$ cat src/design/rtc_alarm_pkg.sv
package rtc_alarm_pkg;

   // ----------------------------------------------------------------
   // Register byte offsets
   // ----------------------------------------------------------------
   localparam logic [7:0] OFS_CLK_CFG = 8'h00;
   localparam logic [7:0] OFS_PAD_CFG = 8'h04;
   localparam logic [7:0] OFS_ALM_CFG = 8'h08;
   localparam logic [7:0] OFS_ALM_VAL = 8'h0C;
   localparam logic [7:0] OFS_MIN_SEC = 8'h10;
   localparam logic [7:0] OFS_IRQ_STATUS = 8'h14;
   localparam logic [7:0] OFS_IRQ_MASK = 8'h18;

   // ----------------------------------------------------------------
   // Clock configuration and calibration fields
   // ----------------------------------------------------------------
   localparam int CFG_ENABLE_BIT = 15;
   localparam int CFG_UNLOCK_BIT = 13;
   localparam int CFG_HALF_SEC_BIT = 11;
   localparam int CFG_PIN_OE_BIT = 10;
   localparam int CAL_MSB = 7;
   localparam logic [15:0] CFG_WRITE_MASK = 16'h27FF;
   localparam logic [15:0] CFG_RESET = 16'h0000;

   // ----------------------------------------------------------------
   // Pad configuration fields
   // ----------------------------------------------------------------
   localparam int PAD_SRC_SEL_BIT = 1;
   localparam int PAD_PORT_BUF_BIT = 0;
   localparam logic [15:0] PAD_WRITE_MASK = 16'h0003;
   localparam logic [15:0] PAD_RESET = 16'h0000;

   // ----------------------------------------------------------------
   // Alarm configuration and repeat fields
   // ----------------------------------------------------------------
   localparam int ALM_ENABLE_BIT = 15;
   localparam int ALM_WRAP_BIT = 14;
   localparam int ALM_MASK_MSB = 13;
   localparam int ALM_MASK_LSB = 10;
   localparam int ALM_PTR_MSB = 9;
   localparam int ALM_PTR_LSB = 8;
   localparam int ALM_RPT_MSB = 7;
   localparam logic [15:0] ALM_RESET = 16'h0000;
   localparam logic [7:0] RPT_LAST = 8'h00;
   localparam logic [7:0] RPT_WRAP_VALUE = 8'hFF;
   localparam logic [7:0] RPT_STEP = 8'h01;

   // ----------------------------------------------------------------
   // Alarm window pointer codes and field masks
   // ----------------------------------------------------------------
   localparam logic [1:0] PTR_MIN_SEC = 2'b00;
   localparam logic [1:0] PTR_WDAY_HOUR = 2'b01;
   localparam logic [1:0] PTR_MONTH_DAY = 2'b10;
   localparam logic [1:0] PTR_STEP = 2'b01;
   localparam logic [15:0] MIN_SEC_MASK = 16'h7F7F;
   localparam logic [15:0] WDAY_HOUR_MASK = 16'h073F;
   localparam logic [15:0] MONTH_DAY_MASK = 16'h1F3F;

   // ----------------------------------------------------------------
   // Alarm interval mask codes
   // ----------------------------------------------------------------
   localparam logic [3:0] IVL_HALF_SEC = 4'h0;
   localparam logic [3:0] IVL_SEC = 4'h1;
   localparam logic [3:0] IVL_TEN_SEC = 4'h2;
   localparam logic [3:0] IVL_MINUTE = 4'h3;
   localparam logic [3:0] IVL_TEN_MIN = 4'h4;
   localparam logic [3:0] IVL_HOUR = 4'h5;
   localparam logic [3:0] IVL_DAY = 4'h6;
   localparam logic [3:0] IVL_WEEK = 4'h7;
   localparam logic [3:0] IVL_MONTH = 4'h8;
   localparam logic [3:0] IVL_YEAR = 4'h9;

   // ----------------------------------------------------------------
   // Interrupt status layout
   // ----------------------------------------------------------------
   localparam int IRQ_ALARM_BIT = 0;
   localparam logic [15:0] IRQ_WRITE_MASK = 16'h0001;

endpackage

$ cat src/design/alarm_match_if.sv
`timescale 1ns/100ps
`default_nettype none
interface alarm_match_if;
   logic [3:0] interval_mask;
   logic [15:0] alarm_min_sec;
   logic [15:0] alarm_wday_hour;
   logic [15:0] alarm_month_day;
   logic [15:0] now_min_sec;
   logic [15:0] now_wday_hour;
   logic [15:0] now_month_day;
   logic half_tick;
   logic sec_tick;
   logic match;

   modport owner (
      output interval_mask, alarm_min_sec, alarm_wday_hour, alarm_month_day,
      output now_min_sec, now_wday_hour, now_month_day, half_tick, sec_tick,
      input match
   );
   modport matcher (
      input interval_mask, alarm_min_sec, alarm_wday_hour, alarm_month_day,
      input now_min_sec, now_wday_hour, now_month_day, half_tick, sec_tick,
      output match
   );
endinterface
`default_nettype wire

$ cat src/design/alarm_matcher.sv
`timescale 1ns/100ps
`default_nettype none
module alarm_matcher
   import rtc_alarm_pkg::*;
(
   // Comparison carrier
   alarm_match_if.matcher m
);

   logic sec_one_hit;
   logic sec_hit;
   logic min_one_hit;
   logic min_hit;
   logic hour_hit;
   logic wday_hit;
   logic day_hit;
   logic month_hit;

   assign sec_one_hit = m.alarm_min_sec[3:0] == m.now_min_sec[3:0];
   assign sec_hit = m.alarm_min_sec[6:0] == m.now_min_sec[6:0];
   assign min_one_hit = m.alarm_min_sec[11:8] == m.now_min_sec[11:8];
   assign min_hit = m.alarm_min_sec[14:8] == m.now_min_sec[14:8];
   assign hour_hit = m.alarm_wday_hour[5:0] == m.now_wday_hour[5:0];
   assign wday_hit = m.alarm_wday_hour[10:8] == m.now_wday_hour[10:8];
   assign day_hit = m.alarm_month_day[5:0] == m.now_month_day[5:0];
   assign month_hit = m.alarm_month_day[12:8] == m.now_month_day[12:8];

   // ----------------------------------------------------------------
   // Interval selection
   // ----------------------------------------------------------------
   always_comb begin
      case (m.interval_mask)
         IVL_HALF_SEC: m.match = m.half_tick;
         IVL_SEC: m.match = m.sec_tick;
         IVL_TEN_SEC: m.match = m.sec_tick & sec_one_hit;
         IVL_MINUTE: m.match = m.sec_tick & sec_hit;
         IVL_TEN_MIN: m.match = m.sec_tick & sec_hit & min_one_hit;
         IVL_HOUR: m.match = m.sec_tick & sec_hit & min_hit;
         IVL_DAY: m.match = m.sec_tick & sec_hit & min_hit & hour_hit;
         IVL_WEEK: m.match = m.sec_tick & sec_hit & min_hit & hour_hit & wday_hit;
         IVL_MONTH: m.match = m.sec_tick & sec_hit & min_hit & hour_hit & day_hit;
         // Leap-day alarm fires every fourth year
         IVL_YEAR: m.match = m.sec_tick & sec_hit & min_hit & hour_hit & day_hit & month_hit;
         // Reserved codes never fire
         default: m.match = 1'b0;
      endcase
   end

endmodule
`default_nettype wire

$ cat src/design/rtc_alarm_config.sv
// Decided for this implementation: register access over APB and the placing of the registers.
`timescale 1ns/100ps
`default_nettype none
// Summary of operation
// - Only power-on reset restores the clock configuration register.
// - The module enable bit takes a write only while the value write unlock bit is 1.
// - The half-second flag is read-only and clears when the minutes-seconds lower byte is written.
// - Output source select at pad bit 1 routes seconds clock when 1, alarm pulse when 0.
// - The clock pin carries the selected source only while its output enable bit is set.
// - With wrap on the repeat count rolls from 00h to FFh; with wrap off it stops at 00h.
// - The window pointer decrements on each upper-byte access and holds at 00.
// - The pointer selects minutes/seconds, weekday/hours, month/day; code 11 is empty.
// - The 8-bit repeat count holds how many further alarms remain after the next one.
// - A read of the alarm value window also decrements the window pointer.
// - Month/day and weekday/hours alarm values take writes only while unlocked.
module rtc_alarm_config
   import rtc_alarm_pkg::*;
#(
   parameter int ADDR_W = 8
) (
   // Clock and reset
   input wire logic clk,
   input wire logic resetn,
   input wire logic soft_reset,
   // APB slave
   input wire logic psel,
   input wire logic penable,
   input wire logic pwrite,
   input wire logic [ADDR_W-1:0] paddr,
   input wire logic [31:0] pwdata,
   input wire logic [3:0] pstrb,
   output logic [31:0] prdata,
   output logic pready,
   output logic pslverr,
   // Time base
   input wire logic half_tick,
   input wire logic sec_tick,
   input wire logic seconds_clock,
   input wire logic [15:0] now_min_sec,
   input wire logic [15:0] now_wday_hour,
   input wire logic [15:0] now_month_day,
   // Control outputs
   output logic module_enable,
   output logic [CAL_MSB:0] calibration,
   output logic parallel_port_buffer_select,
   output logic time_write,
   output logic [15:0] time_wdata,
   // Pin and interrupt
   output logic clock_out,
   output logic irq
);

   // ----------------------------------------------------------------
   // State
   // ----------------------------------------------------------------
   logic [15:0] cfg_ff, nxt_cfg;
   logic [15:0] pad_ff, nxt_pad;
   logic [15:0] alm_ff, nxt_alm;
   logic [15:0] val_ff [3];
   logic [15:0] nxt_val [3];
   logic [15:0] status_ff, nxt_status;
   logic [15:0] mask_ff, nxt_mask;
   logic [31:0] prdata_ff, nxt_prdata;
   logic pready_ff, nxt_pready;
   logic pslverr_ff, nxt_pslverr;
   logic alarm_pulse_ff, nxt_alarm_pulse;
   logic clock_out_ff, nxt_clock_out;
   logic irq_ff, nxt_irq;
   logic time_write_ff, nxt_time_write;
   logic [15:0] time_wdata_ff, nxt_time_wdata;

   logic access;
   logic commit;
   logic mapped;
   logic wr;
   logic rd;
   logic [7:0] addr;
   logic [15:0] rd_data;
   logic [1:0] ptr;
   logic unlocked;
   logic alarm_event;

   alarm_match_if mif ();

   alarm_matcher u_matcher (
      .m(mif.matcher)
   );

   assign mif.interval_mask = alm_ff[ALM_MASK_MSB:ALM_MASK_LSB];
   assign mif.alarm_min_sec = val_ff[PTR_MIN_SEC];
   assign mif.alarm_wday_hour = val_ff[PTR_WDAY_HOUR];
   assign mif.alarm_month_day = val_ff[PTR_MONTH_DAY];
   assign mif.now_min_sec = now_min_sec;
   assign mif.now_wday_hour = now_wday_hour;
   assign mif.now_month_day = now_month_day;
   assign mif.half_tick = half_tick;
   assign mif.sec_tick = sec_tick;

   // ----------------------------------------------------------------
   // Byte-lane merge
   // ----------------------------------------------------------------
   function automatic logic [15:0] merge(input logic [15:0] old, input logic [31:0] data,
      input logic [3:0] strb, input logic [15:0] wmask);
      logic [15:0] res;
      res = old;
      for (int b = 0; b < 2; b++) begin
         if (strb[b]) begin
            res[b*8 +: 8] = (old[b*8 +: 8] & ~wmask[b*8 +: 8]) |
                            (data[b*8 +: 8] & wmask[b*8 +: 8]);
         end
      end
      return res;
   endfunction

   // ----------------------------------------------------------------
   // Bus decode
   // ----------------------------------------------------------------
   assign addr = 8'(paddr);
   assign access = psel & penable;
   assign commit = access & pready_ff;
   assign wr = commit & pwrite & mapped;
   assign rd = commit & ~pwrite & mapped;
   assign ptr = alm_ff[ALM_PTR_MSB:ALM_PTR_LSB];
   assign unlocked = cfg_ff[CFG_UNLOCK_BIT];
   assign alarm_event = mif.match & alm_ff[ALM_ENABLE_BIT];

   always_comb begin
      mapped = 1'b1;
      rd_data = 16'h0000;
      if (addr == OFS_CLK_CFG) begin
         rd_data = cfg_ff;
      end else if (addr == OFS_PAD_CFG) begin
         rd_data = pad_ff;
      end else if (addr == OFS_ALM_CFG) begin
         rd_data = alm_ff;
      end else if (addr == OFS_ALM_VAL) begin
         if (ptr != 2'b11) begin
            rd_data = val_ff[ptr];
         end
      end else if (addr == OFS_MIN_SEC) begin
         rd_data = 16'h0000;
      end else if (addr == OFS_IRQ_STATUS) begin
         rd_data = status_ff;
      end else if (addr == OFS_IRQ_MASK) begin
         rd_data = mask_ff;
      end else begin
         mapped = 1'b0;
      end
   end

   // ----------------------------------------------------------------
   // Next state
   // ----------------------------------------------------------------
   always_comb begin
      nxt_cfg = cfg_ff;
      nxt_pad = pad_ff;
      nxt_alm = alm_ff;
      nxt_val = val_ff;
      nxt_status = status_ff;
      nxt_mask = mask_ff;
      nxt_time_write = 1'b0;
      nxt_time_wdata = time_wdata_ff;
      nxt_pready = access & ~pready_ff;
      nxt_prdata = prdata_ff;
      nxt_pslverr = 1'b0;
      if (access & ~pready_ff) begin
         nxt_prdata = {16'h0000, rd_data};
         nxt_pslverr = ~mapped;
      end

      // Half-second flag, tick wins over clear
      if (half_tick) begin
         nxt_cfg[CFG_HALF_SEC_BIT] = ~cfg_ff[CFG_HALF_SEC_BIT];
      end else if (wr & (addr == OFS_MIN_SEC) & pstrb[0]) begin
         nxt_cfg[CFG_HALF_SEC_BIT] = 1'b0;
      end

      // Alarm event handling
      if (alarm_event) begin
         if (alm_ff[ALM_RPT_MSB:0] != RPT_LAST) begin
            nxt_alm[ALM_RPT_MSB:0] = alm_ff[ALM_RPT_MSB:0] - RPT_STEP;
         end else if (alm_ff[ALM_WRAP_BIT]) begin
            nxt_alm[ALM_RPT_MSB:0] = RPT_WRAP_VALUE;
         end else begin
            nxt_alm[ALM_ENABLE_BIT] = 1'b0;
         end
      end

      // Register writes
      if (wr) begin
         if (addr == OFS_CLK_CFG) begin
            nxt_cfg = merge(nxt_cfg, pwdata, pstrb, CFG_WRITE_MASK);
            if (pstrb[1] & unlocked) begin
               nxt_cfg[CFG_ENABLE_BIT] = pwdata[CFG_ENABLE_BIT];
            end
         end else if (addr == OFS_PAD_CFG) begin
            nxt_pad = merge(pad_ff, pwdata, pstrb, PAD_WRITE_MASK);
         end else if (addr == OFS_ALM_CFG) begin
            nxt_alm = merge(alm_ff, pwdata, pstrb, 16'hFFFF);
         end else if (addr == OFS_ALM_VAL) begin
            if (ptr == PTR_MIN_SEC) begin
               nxt_val[PTR_MIN_SEC] = merge(val_ff[PTR_MIN_SEC], pwdata, pstrb, MIN_SEC_MASK);
            end else if (ptr == PTR_WDAY_HOUR && unlocked) begin
               nxt_val[PTR_WDAY_HOUR] = merge(val_ff[PTR_WDAY_HOUR], pwdata, pstrb,
                  WDAY_HOUR_MASK);
            end else if (ptr == PTR_MONTH_DAY && unlocked) begin
               nxt_val[PTR_MONTH_DAY] = merge(val_ff[PTR_MONTH_DAY], pwdata, pstrb,
                  MONTH_DAY_MASK);
            end
            if (pstrb[1] && ptr != PTR_MIN_SEC) begin
               nxt_alm[ALM_PTR_MSB:ALM_PTR_LSB] = ptr - PTR_STEP;
            end
         end else if (addr == OFS_MIN_SEC) begin
            if (unlocked) begin
               nxt_time_write = 1'b1;
               nxt_time_wdata = merge(16'h0000, pwdata, pstrb, MIN_SEC_MASK);
            end
         end else if (addr == OFS_IRQ_MASK) begin
            nxt_mask = merge(mask_ff, pwdata, pstrb, IRQ_WRITE_MASK);
         end
      end

      // Read side effects
      if (rd && addr == OFS_ALM_VAL && ptr != PTR_MIN_SEC) begin
         nxt_alm[ALM_PTR_MSB:ALM_PTR_LSB] = ptr - PTR_STEP;
      end
      if (rd && addr == OFS_IRQ_STATUS) begin
         nxt_status = 16'h0000;
      end
      if (alarm_event) begin
         nxt_status[IRQ_ALARM_BIT] = 1'b1;
      end

      // Soft reset keeps clock config
      if (soft_reset) begin
         nxt_pad = PAD_RESET;
         nxt_alm = ALM_RESET;
         nxt_status = 16'h0000;
         nxt_mask = 16'h0000;
         nxt_time_write = 1'b0;
         nxt_val = '{default: 16'h0000};
      end
   end

   // ----------------------------------------------------------------
   // Pin and interrupt next values
   // ----------------------------------------------------------------
   always_comb begin
      nxt_alarm_pulse = alarm_pulse_ff;
      if (alarm_event) begin
         nxt_alarm_pulse = 1'b1;
      end else if (half_tick) begin
         nxt_alarm_pulse = 1'b0;
      end
      nxt_clock_out = 1'b0;
      if (cfg_ff[CFG_PIN_OE_BIT]) begin
         nxt_clock_out = pad_ff[PAD_SRC_SEL_BIT] ? seconds_clock : alarm_pulse_ff;
      end
      nxt_irq = |(status_ff & mask_ff);
   end

   // ----------------------------------------------------------------
   // Registers
   // ----------------------------------------------------------------
   always_ff @(posedge clk or negedge resetn) begin
      if (!resetn) begin
         cfg_ff <= CFG_RESET;
      end else begin
         cfg_ff <= nxt_cfg;
      end
   end

   always_ff @(posedge clk or negedge resetn) begin
      if (!resetn) begin
         pad_ff <= PAD_RESET;
         alm_ff <= ALM_RESET;
         val_ff <= '{default: 16'h0000};
         status_ff <= 16'h0000;
         mask_ff <= 16'h0000;
         prdata_ff <= 32'h0000_0000;
         pready_ff <= 1'b0;
         pslverr_ff <= 1'b0;
         alarm_pulse_ff <= 1'b0;
         clock_out_ff <= 1'b0;
         irq_ff <= 1'b0;
         time_write_ff <= 1'b0;
         time_wdata_ff <= 16'h0000;
      end else begin
         pad_ff <= nxt_pad;
         alm_ff <= nxt_alm;
         val_ff <= nxt_val;
         status_ff <= nxt_status;
         mask_ff <= nxt_mask;
         prdata_ff <= nxt_prdata;
         pready_ff <= nxt_pready;
         pslverr_ff <= nxt_pslverr;
         alarm_pulse_ff <= nxt_alarm_pulse;
         clock_out_ff <= nxt_clock_out;
         irq_ff <= nxt_irq;
         time_write_ff <= nxt_time_write;
         time_wdata_ff <= nxt_time_wdata;
      end
   end

   // ----------------------------------------------------------------
   // Outputs
   // ----------------------------------------------------------------
   assign prdata = prdata_ff;
   assign pready = pready_ff;
   assign pslverr = pslverr_ff;
   assign module_enable = cfg_ff[CFG_ENABLE_BIT];
   assign calibration = cfg_ff[CAL_MSB:0];
   assign parallel_port_buffer_select = pad_ff[PAD_PORT_BUF_BIT];
   assign time_write = time_write_ff;
   assign time_wdata = time_wdata_ff;
   assign clock_out = clock_out_ff;
   assign irq = irq_ff;

endmodule
`default_nettype wire

$ cat config.mk
export PLATFORM = sky130hd
export DESIGN_NAME = rtc_alarm_config
export DESIGN_NICKNAME = d
export VERILOG_FILES = /design/src/design/rtc_alarm_pkg.sv /design/src/design/alarm_match_if.sv /design/src/design/alarm_matcher.sv /design/src/design/rtc_alarm_config.sv
export SDC_FILE = /design/constraint.sdc
export NUM_CORES = 1
export LEC_CHECK = 0
export ABC_AREA = 1
export BUFFER_PORTS_ARGS = -buffer_cell sky130_fd_sc_hd__buf_2
export CAP_MARGIN = 20
export CORE_MARGIN = 2
export CORE_UTILIZATION = 58
export DETAILED_ROUTE_END_ITERATION = 16
export GPL_ROUTABILITY_DRIVEN = 0
export HOLD_SLACK_MARGIN = 0.12
export PLACE_DENSITY = 0.9
export SYNTH_ARGS = -nofsm -noshare
export SYNTH_HDL_FRONTEND = slang
export SYNTH_HIERARCHICAL = 1
export SYNTH_SLANG_ARGS = --single-unit
$ cat constraint.sdc
create_clock -name clk -period 4.4 [get_ports clk]
set_input_delay 0 -clock clk [delete_from_list [all_inputs] [get_ports clk]]
set_output_delay 0 -clock clk [all_outputs]
set_load 0.02 [all_outputs]
==> run_results.csv, run 1 <==
group,metric,value,unit
cells_and_area,fin_cells,1185,
pwr,ir_drop,0.0002007,V
die,die_x,108.7,um
setup_path,worstPathMaxFanout,11,
setup_path,cp-start-kind,"flip-flop",
synthesis,ys.flop_type,"dfrtp_1",
sta,slew_viol_final,0,
cts,htreeDepth,3,
synthesis,synth_area_leaders,"dfrtp_1, nand2_1, o21ai_0, inv_1, nor2_1",
die,boundaryPins,164,
cts,cts_sinks,104,
synthesis,syn_area,6361,sq um
pwr,leakage,3.986,nW
synthesis,syn_inst,908,
die,die_area,11820,sq um
setup_path,path_class,"reg -> reg",
grt,grt_antenna_before_repair,0,
sta,period_share,0.6653,
setup_path,arrival,3.19,ns
cts,postCtsSetupBuffers,0,
synthesis,ys_seq_elements,104,
pwr,p_sw,602.0,uW
pwr,p_seq_frac,0.513,
die,core,10790,sq um
hold_path,min_path_type,"in -> async",
die,die_y,108.7,um
sta,setup_viol,0,
cells_and_area,antenna_cells,0,
synthesis,ys_warn_count,6,
synthesis,yosysSeqAreaShare,0.4091,
pwr,intPower,1.466,mW
pwr,pwr-share-comb,0.157,
synthesis,async_flop_share,1.000,
cells_and_area,layout-drive-gt1-share,0.1550,
cts,cts_buffer_depth,2,
cts,cts_resized,0,
setup_path,required,4.66,ns
routing,drtPass1Iterations,8,
pwr,switching_share,0.2912,
cts,clkSlewWorstSetupHoldPaths,0.11,ns
routing,first_iter_violations,724,
sta,timing.fmax,341.6,MHz
sta,fin_tns_setup,0,ns
grt,grt_pass1_vias,6188,
synthesis,synth_top_area_cell,"dfrtp_1",
placement,portBuffers,113,
routing,wl,18460,um
cts,cts_tree,"built",
sta,hold_viol,0,
setup_path,crit_path_end_kind,"flip-flop",
placement,place_hpwl,13030,um
cells_and_area,finalNetCount,1146,
routing,wire_per_inst,15.58,um
synthesis,synth_top_cell_area_share,0.4091,
grt,grt_max_degree,60,
outcome,status,"finished clean",
cts,worstSkewPairLatency,0.38,ns
grt,grtUsageTotal,0.3262,
synthesis,avgSynthCellArea,7.006,sq um
cts,numCtsBuffers,9,
flow_run,maxCapViolCount,0,
die,row_count,38,
routing,viasPerCell,5.532,
routing,vias,6555,
sta,post-route-min-period,2.927,ns
cts,cts_root_buf,"clkbuf_8",
cts,hold_buffers,38,
pwr,power_density,275.7,nW/um^2
die,start_util,0.5894,
synthesis,synth_edf_count,0,
routing,drc,0,
routing,antenna_left,0,
sta,clock-skew-final,0.01487,ns
grt,grt_pass1_wl,29700,um
synthesis,yosysUniqueCellTypes,35,
sta,relSlewSlack,0.5180,
grt,gr-total-overflow,0,
pwr,pwr-share-clk,0.330,
cells_and_area,syn2layout_area_growth,17.92,%
placement,placedCellCount,1131,
sta,worst_pin_slew,0.7230,ns
sta,rsz0062_at_grt,"false",
## power groups by stage
stage	Clock, mW	Sequential [mW]	Combinational [mW]
after floorplan	0	1.07	0.192
after global routing	0.727	1.07	0.365
after detailed placement	0	1.08	0.294
final	0.682	1.06	0.325
after global placement	0	1.07	0.286
after CTS	0.683	1.06	0.321
## state kept, by name, indices dropped and copies added, names as in the netlist
register / flops
alm_ff: 16
prdata: 16
cfg_ff: 14
mif.alarm_min_sec: 14
time_wdata: 14
mif.alarm_month_day: 11
mif.alarm_wday_hour: 9
pad_ff: 2
alarm_pulse_ff: 1
clock_out: 1
irq: 1
mask_ff: 1
pready: 1
pslverr: 1
status_ff: 1
time_write: 1
## metal layers
metal,routed length (um),GRT usage,share of wire,vias to the layer above
li1,-,-,-,3120
met2,8394,0.5183,0.45,427
met5,0,0,0,-
met4,763,0.1584,0.041,0
met1,7303,0.4304,0.40,2949
met3,1998,0.06216,0.11,59
## cells by family (layout without fill, tap and decap cells)
logic type | Yosys count | after routing | share of synthesized area
AO/OA/AOI/OAI | 126 | 126 | 0.1041
buffers and inverters | 145 | 265 | 0.1033
other | 1 | 18 | 0.0005895
adder cells (fa/ha/maj) | 5 | 5 | 0.009835
AND/OR/NAND/NOR | 505 | 505 | 0.3428
XOR/XNOR | 22 | 22 | 0.03029
flip-flops | 104 | 104 | 0.4091
## area by class of cell
class                      count  area, sq um
fill                         874         3292
multi-input combinational    676         3166
sequential                   104         2603
timing repair buffer         154        970.9
inverter                      95        356.6
tap                          140        175.2
clock buffer                  10        137.6
clock inverter                 6        92.59
## synth_stat cells (all sizes together), types with 2 or more instances
cell	n
a21oi	20
a22oi	2
buf	32
clkbuf	18
clkinv	2
dfrtp	104
ha	5
inv	93
nand2	309
nand3	65
nand4	23
nor2	96
nor3	8
nor4	2
o211ai	3
o21ai	94
o21bai	2
o31ai	2
or2	2
xnor2	9
xor2	13
## critical path, stage by stage, from the launching register on
cell	delay, ns
dfrtp_1	0.44
inv_1	0.06
nand2_1	0.05
nand2_1	0.05
nor2_1	0.09
nand2_1	0.06
nor2_1	0.21
nand3_2	0.14
nor2_2	0.15
nand3_1	0.08
nand2_1	0.06
nor2_1	0.04
nand3_1	0.13
nand2_1	0.29
nor2_1	0.34
nand3_1	0.11
nand2_1	0.07
nand2_1	0.07
o21ai_0	0.15
nand2_1	0.07
o21ai_0	0.06
o21ai_0	0.08
## layout by cell type (no fill, tap or decap), types with 2 or more instances in the layout
cell and n:
nand2_1 302, buf_2 112, dfrtp_1 104, inv_1 90, nor2_1 84, o21ai_0 80, nand3_1 60, dlygate4sd3_1 38
nand4_1 22, a21oi_1 20, conb_1 18, o21ai_1 14, xor2_1 13, clkbuf_8 10, xnor2_1 9, nor3_1 8
nor2_2 7, nor2_4 5, ha_1 5, nand2_2 4, nand3_2 4, buf_4 4, inv_2 3, o211ai_1 3
nand2_4 3, clkinv_1 2, a22oi_1 2, or2_2 2, o31ai_1 2, o21bai_1 2, bufinv_16 2, clkinvlp_4 2
clkinv_4 2, nor4_1 2
## stage by stage
step                instance area, sq um  power (mW)  utilization  hold WS, ns  worst slack, ns
floorplan                           6425       1.258            -      -0.2956            2.240
global placement                    6890       1.360       0.6384      0.03134            1.696
detailed placement                  6890       1.371       0.6384      0.03544            1.606
CTS                                 7501       2.062       0.6950       0.1485            1.584
global route                        7501       2.158       0.6950       0.1665            1.188
finish                              7501       2.068       0.6950       0.1451            1.473
## final timing paths
path / start / to / slack, ns / cells after the start
worst max-delay path: mif.alarm_wday_hour[2]$_DFFE_PN0P_ / alm_ff[6]$_DFFE_PN0P_ / 1.47 / 21
worst min-delay path: resetn / time_wdata[5]$_DFFE_PN0P_ / 0.15 / 2
worst max register to register: mif.alarm_wday_hour[2]$_DFFE_PN0P_ / alm_ff[6]$_DFFE_PN0P_ / 1.47 / 21
worst min register to register: prdata[12]$_DFFE_PN0P_ / prdata[12]$_DFFE_PN0P_ / 0.50 / 2
max in group asynchronous: resetn / pready$_DFF_PN0_ / 3.11 / 3
min in group clk: paddr[0] / time_write$_DFF_PN0_ / 0.16 / 6
Note: power is estimated with default switching activity, not from simulation.
==> inputs of run 2 (changes only) <==
--- a/config.mk
+++ b/config.mk
@@ -9,11 +9,11 @@
 export BUFFER_PORTS_ARGS = -buffer_cell sky130_fd_sc_hd__buf_2
 export CAP_MARGIN = 20
 export CORE_MARGIN = 2
-export CORE_UTILIZATION = 58
+export CORE_UTILIZATION = 49
 export DETAILED_ROUTE_END_ITERATION = 16
 export GPL_ROUTABILITY_DRIVEN = 0
 export HOLD_SLACK_MARGIN = 0.12
-export PLACE_DENSITY = 0.9
+export PLACE_DENSITY = 0.82
 export SYNTH_ARGS = -nofsm -noshare
 export SYNTH_HDL_FRONTEND = slang
 export SYNTH_HIERARCHICAL = 1
==> constraint.sdc (replaced) <==
create_clock -name clk -period 2.68 [get_ports clk]
set_input_delay 0 -clock clk [delete_from_list [all_inputs] [get_ports clk]]
set_output_delay 0 -clock clk [all_outputs]
set_load 0.02 [all_outputs]
==> run 2 against run 1 <==
  * Die area is 18% higher
  * Combinational power up 77%
  * Sequential share of layout area is 1.1 points lower
  * Non-clock buffer count rose by 16
  * Final cell count up 4.1%
  * Total power up 78%
  * Global-route usage fell by 5.1 points
  * Wire length grew 3.6%
  * Utilization decreased by 8.3 points
  * Clock power is 100% higher
  * Via count is 1.0% higher
==> run_results.csv, run 2 (synthesized netlist as in run 1, its figures left out) <==
group,metric,value,unit
grt,grt_max_degree,60,
setup_path,slowest_delay,0.41,ns
routing,wire_per_inst,15.52,um
sta,setup_viol,0,
sta,post-route-min-period,2.443,ns
setup_path,reg2reg_slack,0.24,ns
setup_path,worstPathMaxFanout,7,
die,die_y,117.9,um
setup_path,crit_slowest_cell,"dfrtp_1",
setup_path,path_class,"reg -> reg",
grt,grt_pass1_wl,31050,um
sta,hold_viol,0,
die,die_area,13910,sq um
sta,clock-skew-final,0.008356,ns
cts,cts_buffer_depth,2,
sta,worst_pin_slew,0.6374,ns
cells_and_area,final_common_cell,"nand2_1",
outcome,status,"finished clean",
cells_and_area,layout-drive-gt1-share,0.1734,
setup_path,cpMostUsedCell,"nand2_1",
setup_path,arrival,2.74,ns
cells_and_area,finalNetCount,1162,
cts,cts_sinks,104,
routing,drtPass1Iterations,5,
die,boundaryPins,164,
cells_and_area,antenna_cells,0,
setup_path,required,2.97,ns
routing,first_iter_violations,761,
pwr,ir_drop,0.0003280,V
cells_and_area,fin_area,7757,sq um
sta,relSlewSlack,0.5746,
pwr,power_density,473.4,nW/um^2
hold_path,min_path_type,"in -> reg",
pwr,p_total,3.672,mW
sta,rsz0062_at_grt,"false",
setup_path,crit_path_end_kind,"flip-flop",
sta,period_share,0.9116,
placement,dpl-instance-area,7025,sq um
flow_run,maxCapViolCount,0,
grt,grt_pass1_vias,6174,
routing,wl,19130,um
setup_path,cp-start-kind,"flip-flop",
cts,htreeDepth,3,
hold_path,hold_depth,5,
grt,grt_antenna_before_repair,0,
sta,hold_slack,0.1401,ns
cells_and_area,nFillCells,1138,
cts,cts_root_buf,"clkbuf_16",
cts,worstSkewPairLatency,0.35,ns
placement,place_hpwl,13750,um
hold_path,min_to,"cfg_ff[7]$_DFFE_PN0P_",
sta,slew_viol_final,0,
grt,gr-total-overflow,0,
sta,fin_tns_setup,0,ns
cts,cts_tree,"built",
die,start_util,0.5020,
routing,antenna_left,0,
routing,vias,6622,
placement,portBuffers,113,
routing,viasPerCell,5.371,
setup_path,timing.rr.end,"alm_ff[1]$_DFFE_PN0P_",
die,die_x,117.9,um
cells_and_area,syn2layout_area_growth,21.95,%
die,row_count,41,
pwr,leakage,4.106,nW
setup_path,r2r_cells,19,
cells_and_area,most-common-layout-cells,"nand2_1, buf_2, dfrtp_1, inv_1, nor2_1",
sta,timing.fmax,409.3,MHz
cts,clkSlewWorstSetupHoldPaths,0.07,ns
setup_path,reg2reg_from,"mif.alarm_min_sec[11]$_DFFE_PN0P_",
grt,grtUsageTotal,0.2749,
cts,numCtsBuffers,9,
setup_path,crit_chain,"inv_1, nand2_1, nand2_1, nor2_1, nand2_1, nor2_2, nand3_2, nor2_2, nand3_1, nand2_1, nor2_1, nand3_1, nand2_2, buf_4, a21oi_2, o21ai_0, o21ai_0, nand2_1, nand2_1",
die,core,12670,sq um
routing,drc,0,
hold_path,holdCritStartpoint,"pstrb[0]",
run 2: metal layers:
layer | global-route usage | share of wire | vias up
li1 | - | - | 3155
met1 | 0.3868 | 0.42 | 3029
met2 | 0.4360 | 0.45 | 376
met3 | 0.04409 | 0.094 | 62
met4 | 0.08584 | 0.034 | 0
met5 | 0 | 0 | -
run 2: area by class of cell:
type	instances	area, sq um	area share
multi-input combinational	676	3179	0.4098
sequential	104	2603	0.3355
timing repair buffer	170	1099	0.1416
inverter	95	356.6	0.04597
clock buffer	9	225.2	0.02903
tap	172	215.2	0.02774
clock inverter	7	80.08	0.01032
run 2: report_power, final:
group,total [mW],switching [mW],internal [mW]
Clock,1.37,0.632,0.735
Combinational,0.575,0.349,0.226
Sequential,1.73,0.0817,1.65
run 2: how the worst max path moves through the flow:
stage	depth (start not counted)	from	endpoint
final	19	mif.alarm_min_sec[11]$_DFFE_PN0P_	alm_ff[1]$_DFFE_PN0P_
after global routing	19	mif.alarm_min_sec[11]$_DFFE_PN0P_	alm_ff[7]$_DFFE_PN0P_
after floorplan	20	mif.alarm_min_sec[5]$_DFFE_PN0P_	alm_ff[3]$_DFFE_PN0P_
after global placement	21	mif.alarm_min_sec[11]$_DFFE_PN0P_	alm_ff[6]$_DFFE_PN0P_
after detailed placement	21	mif.alarm_min_sec[11]$_DFFE_PN0P_	alm_ff[6]$_DFFE_PN0P_
after CTS	19	mif.alarm_min_sec[11]$_DFFE_PN0P_	alm_ff[1]$_DFFE_PN0P_
run 2: critical path: cells and delay by family (launching register included):
family	cells	cell delay, ns
compound gates	3	0.46
buf+inv	2	0.25
flops	1	0.41
simple gates	14	1.27
run 2: stage by stage:
stage,setup slack [ns],instances,utilization
floorplan,0.5201,925,-
global placement,0.2869,1174,0.5545
detailed placement,0.2238,1174,0.5545
CTS,0.1984,1226,0.6070
global route,0.001726,1233,0.6122
finish,0.2370,1233,0.6122
run 2: timing repair:
| action | in CTS | in global routing |
|---|---|---|
| hold buffers | 36 | 0 |
| gates resized for setup | 0 | 5 |
| setup endpoints to repair | 0 | 6 |
| buffers inserted | 0 | 7 |
| endpoints found under the hold margin | 100 | 0 |
==> inputs of run 3 (changes only) <==
--- a/config.mk
+++ b/config.mk
@@ -14,6 +14,7 @@
 export GPL_ROUTABILITY_DRIVEN = 0
 export HOLD_SLACK_MARGIN = 0.12
 export PLACE_DENSITY = 0.82
+export RECOVER_POWER = 25
 export SYNTH_ARGS = -nofsm -noshare
 export SYNTH_HDL_FRONTEND = slang
 export SYNTH_HIERARCHICAL = 1
==> run 3 against run 2 <==
  * Utilization fell by 0.18 points
  * Die area did not move
  * Register-to-register slack barely moved
  * Fmax fell by 0.36%
  * Clock power barely moved
  * Critical path depth did not move
  * Clock skew rose by 0.00059 ns
  * Wire length rose by 0.32%
  * Setup slack got worse by 0.0089 ns
  * Design area fell by 0.29%
  * Global-route usage did not move
  * Total power fell by 0.10%
  * Critical path type unchanged
  * Largest cell class unchanged
  * Largest power group unchanged
  * Highest routed layer unchanged
==> run_results.csv, run 3 (synthesized netlist as in run 1, its figures left out) <==
group,metric,value,unit
cells_and_area,regArea,2603,sq um
sta,fin_tns_setup,0,ns
routing,wire_per_inst,15.56,um
cts,htreeDepth,3,
setup_path,cp-start-kind,"flip-flop",
sta,clock-skew-final,0.008944,ns
setup_path,crit_path_end_kind,"flip-flop",
cells_and_area,final_common_cell,"nand2_1",
routing,antenna_left,0,
placement,post-place-ws,0.2238,ns
setup_path,worstPathMaxFanout,7,
die,row_count,41,
setup_path,reg2reg_from,"mif.alarm_min_sec[11]$_DFFE_PN0P_",
sta,setup_ws,0.2281,ns
die,die_area,13910,sq um
setup_path,required,2.97,ns
cells_and_area,antenna_cells,0,
sta,rsz0062_at_grt,"false",
hold_path,holdCritStartpoint,"pstrb[0]",
grt,grt_max_degree,60,
routing,first_iter_violations,775,
pwr,leakage,4.038,nW
cts,cts_sinks,104,
routing,vias,6721,
sta,setup_viol,0,
placement,place_hpwl,13750,um
sta,period_share,0.9149,
grt,grtUsageTotal,0.2749,
grt,grt_pass1_wl,31050,um
cells_and_area,finalNetCount,1162,
pwr,power_density,474.3,nW/um^2
grt,grt_pass1_vias,6174,
setup_path,arrival,2.75,ns
cts,numCtsBuffers,9,
routing,drtPass1Iterations,6,
cts,worstSkewPairLatency,0.36,ns
flow_run,maxCapViolCount,0,
die,core,12670,sq um
cts,cts_root_buf,"clkbuf_16",
setup_path,startpoint,"mif.alarm_min_sec[11]$_DFFE_PN0P_",
die,die_x,117.9,um
grt,gr-total-overflow,0,
outcome,status,"finished clean",
cells_and_area,most-common-layout-cells,"nand2_1, dfrtp_1, buf_2, inv_1, nor2_1",
sta,timing.fmax,407.9,MHz
setup_path,path_class,"reg -> reg",
sta,worst_pin_slew,1.224,ns
cts,cts_buffer_depth,2,
grt,grt_antenna_before_repair,0,
die,die_y,117.9,um
placement,portBuffers,113,
routing,viasPerCell,5.451,
pwr,ir_drop,0.0003279,V
cells_and_area,syn2layout_area_growth,21.60,%
die,boundaryPins,164,
cts,clkSlewWorstSetupHoldPaths,0.07,ns
cells_and_area,layout-drive-gt1-share,0.1583,
sta,slew_viol_final,0,
sta,post-route-min-period,2.452,ns
die,start_util,0.5020,
cells_and_area,nFillCells,1153,
sta,hold_viol,0,
sta,relSlewSlack,0.1839,
cts,cts_tree,"built",
cells_and_area,multiInputGateArea,3179,sq um
hold_path,min_path_type,"in -> reg",
routing,drc,0,
sta,hold_slack,0.1452,ns
routing,wl,19190,um
## run 3: changes by cell type in the layout (fill, tap and decap cells not counted)
cell,change
buf_4,-1
clkbuf_2,+1
buf_2,-16
clkbuf_1,+16
## run 3: power breakdown
group | total (mW) | leakage (nW) | internal, mW | switching (mW)
clock network | 1.36 | 0.143 | 0.735 | 0.630
registers | 1.73 | 1.40 | 1.65 | 0.0817
logic | 0.574 | 2.49 | 0.224 | 0.350
total | 3.67 | 4.04 | 2.61 | 1.06
## run 3: path summary, 6_finish.rpt
check	end	slack [ns]	cells past startpoint
setup reg to reg	alm_ff[1]$_DFFE_PN0P_	0.23	19
hold / removal	cfg_ff[7]$_DFFE_PN0P_	0.15	5
setup / recovery	alm_ff[1]$_DFFE_PN0P_	0.23	19
hold reg to reg	time_wdata[3]$_DFFE_PN0P_	0.49	2
min in group asynchronous	time_wdata[6]$_DFFE_PN0P_	0.43	2
max in group asynchronous	prdata[10]$_DFFE_PN0P_	1.35	3
## run 3: through the flow
stage,std cells,cell area [sq um],power (mW),utilization
2_1_floorplan,925,6425,2.066,-
3_3_place_gp,1174,7025,2.250,0.5545
3_5_place_dp,1174,7025,2.263,0.5545
4_1_cts,1226,7691,3.637,0.6070
5_1_grt,1233,7735,3.816,0.6104
6_report,1233,7735,3.669,0.6104
## run 3: critical path: stages (launching register included)
cell,delay [ns]
dfrtp_1,0.41
inv_1,0.06
nand2_1,0.05
nand2_1,0.05
nor2_1,0.09
nand2_1,0.13
nor2_2,0.17
nand3_2,0.10
nor2_2,0.11
nand3_1,0.08
nand2_1,0.07
nor2_1,0.04
nand3_1,0.13
nand2_2,0.13
buf_4,0.19
a21oi_2,0.17
o21ai_0,0.13
o21ai_0,0.17
nand2_1,0.07
nand2_1,0.06
## run 3: final cells by class
cell class              count  share of cell area
clock buffers               9             0.02912
repair buffers            170              0.1391
well taps                 172             0.02782
multi-input cells         676              0.4110
clock inverters             7             0.01035
flip-flops and latches    104              0.3365
inverters                  95             0.04610
## run 3: repair_timing
action | CTS | global route
endpoints found under the hold margin | 100 | 0
resized for setup | 0 | 5
hold buffers | 36 | 0
setup endpoints to repair | 0 | 6
buffers inserted | 0 | 7
## run 3: layer usage
layer	vias up	share of wire	track usage
met4	0	0.027	0.08584
met5	-	0	0
met1	3112	0.42	0.3868
met2	401	0.45	0.4360
li1	3151	-	-
met3	57	0.099	0.04409
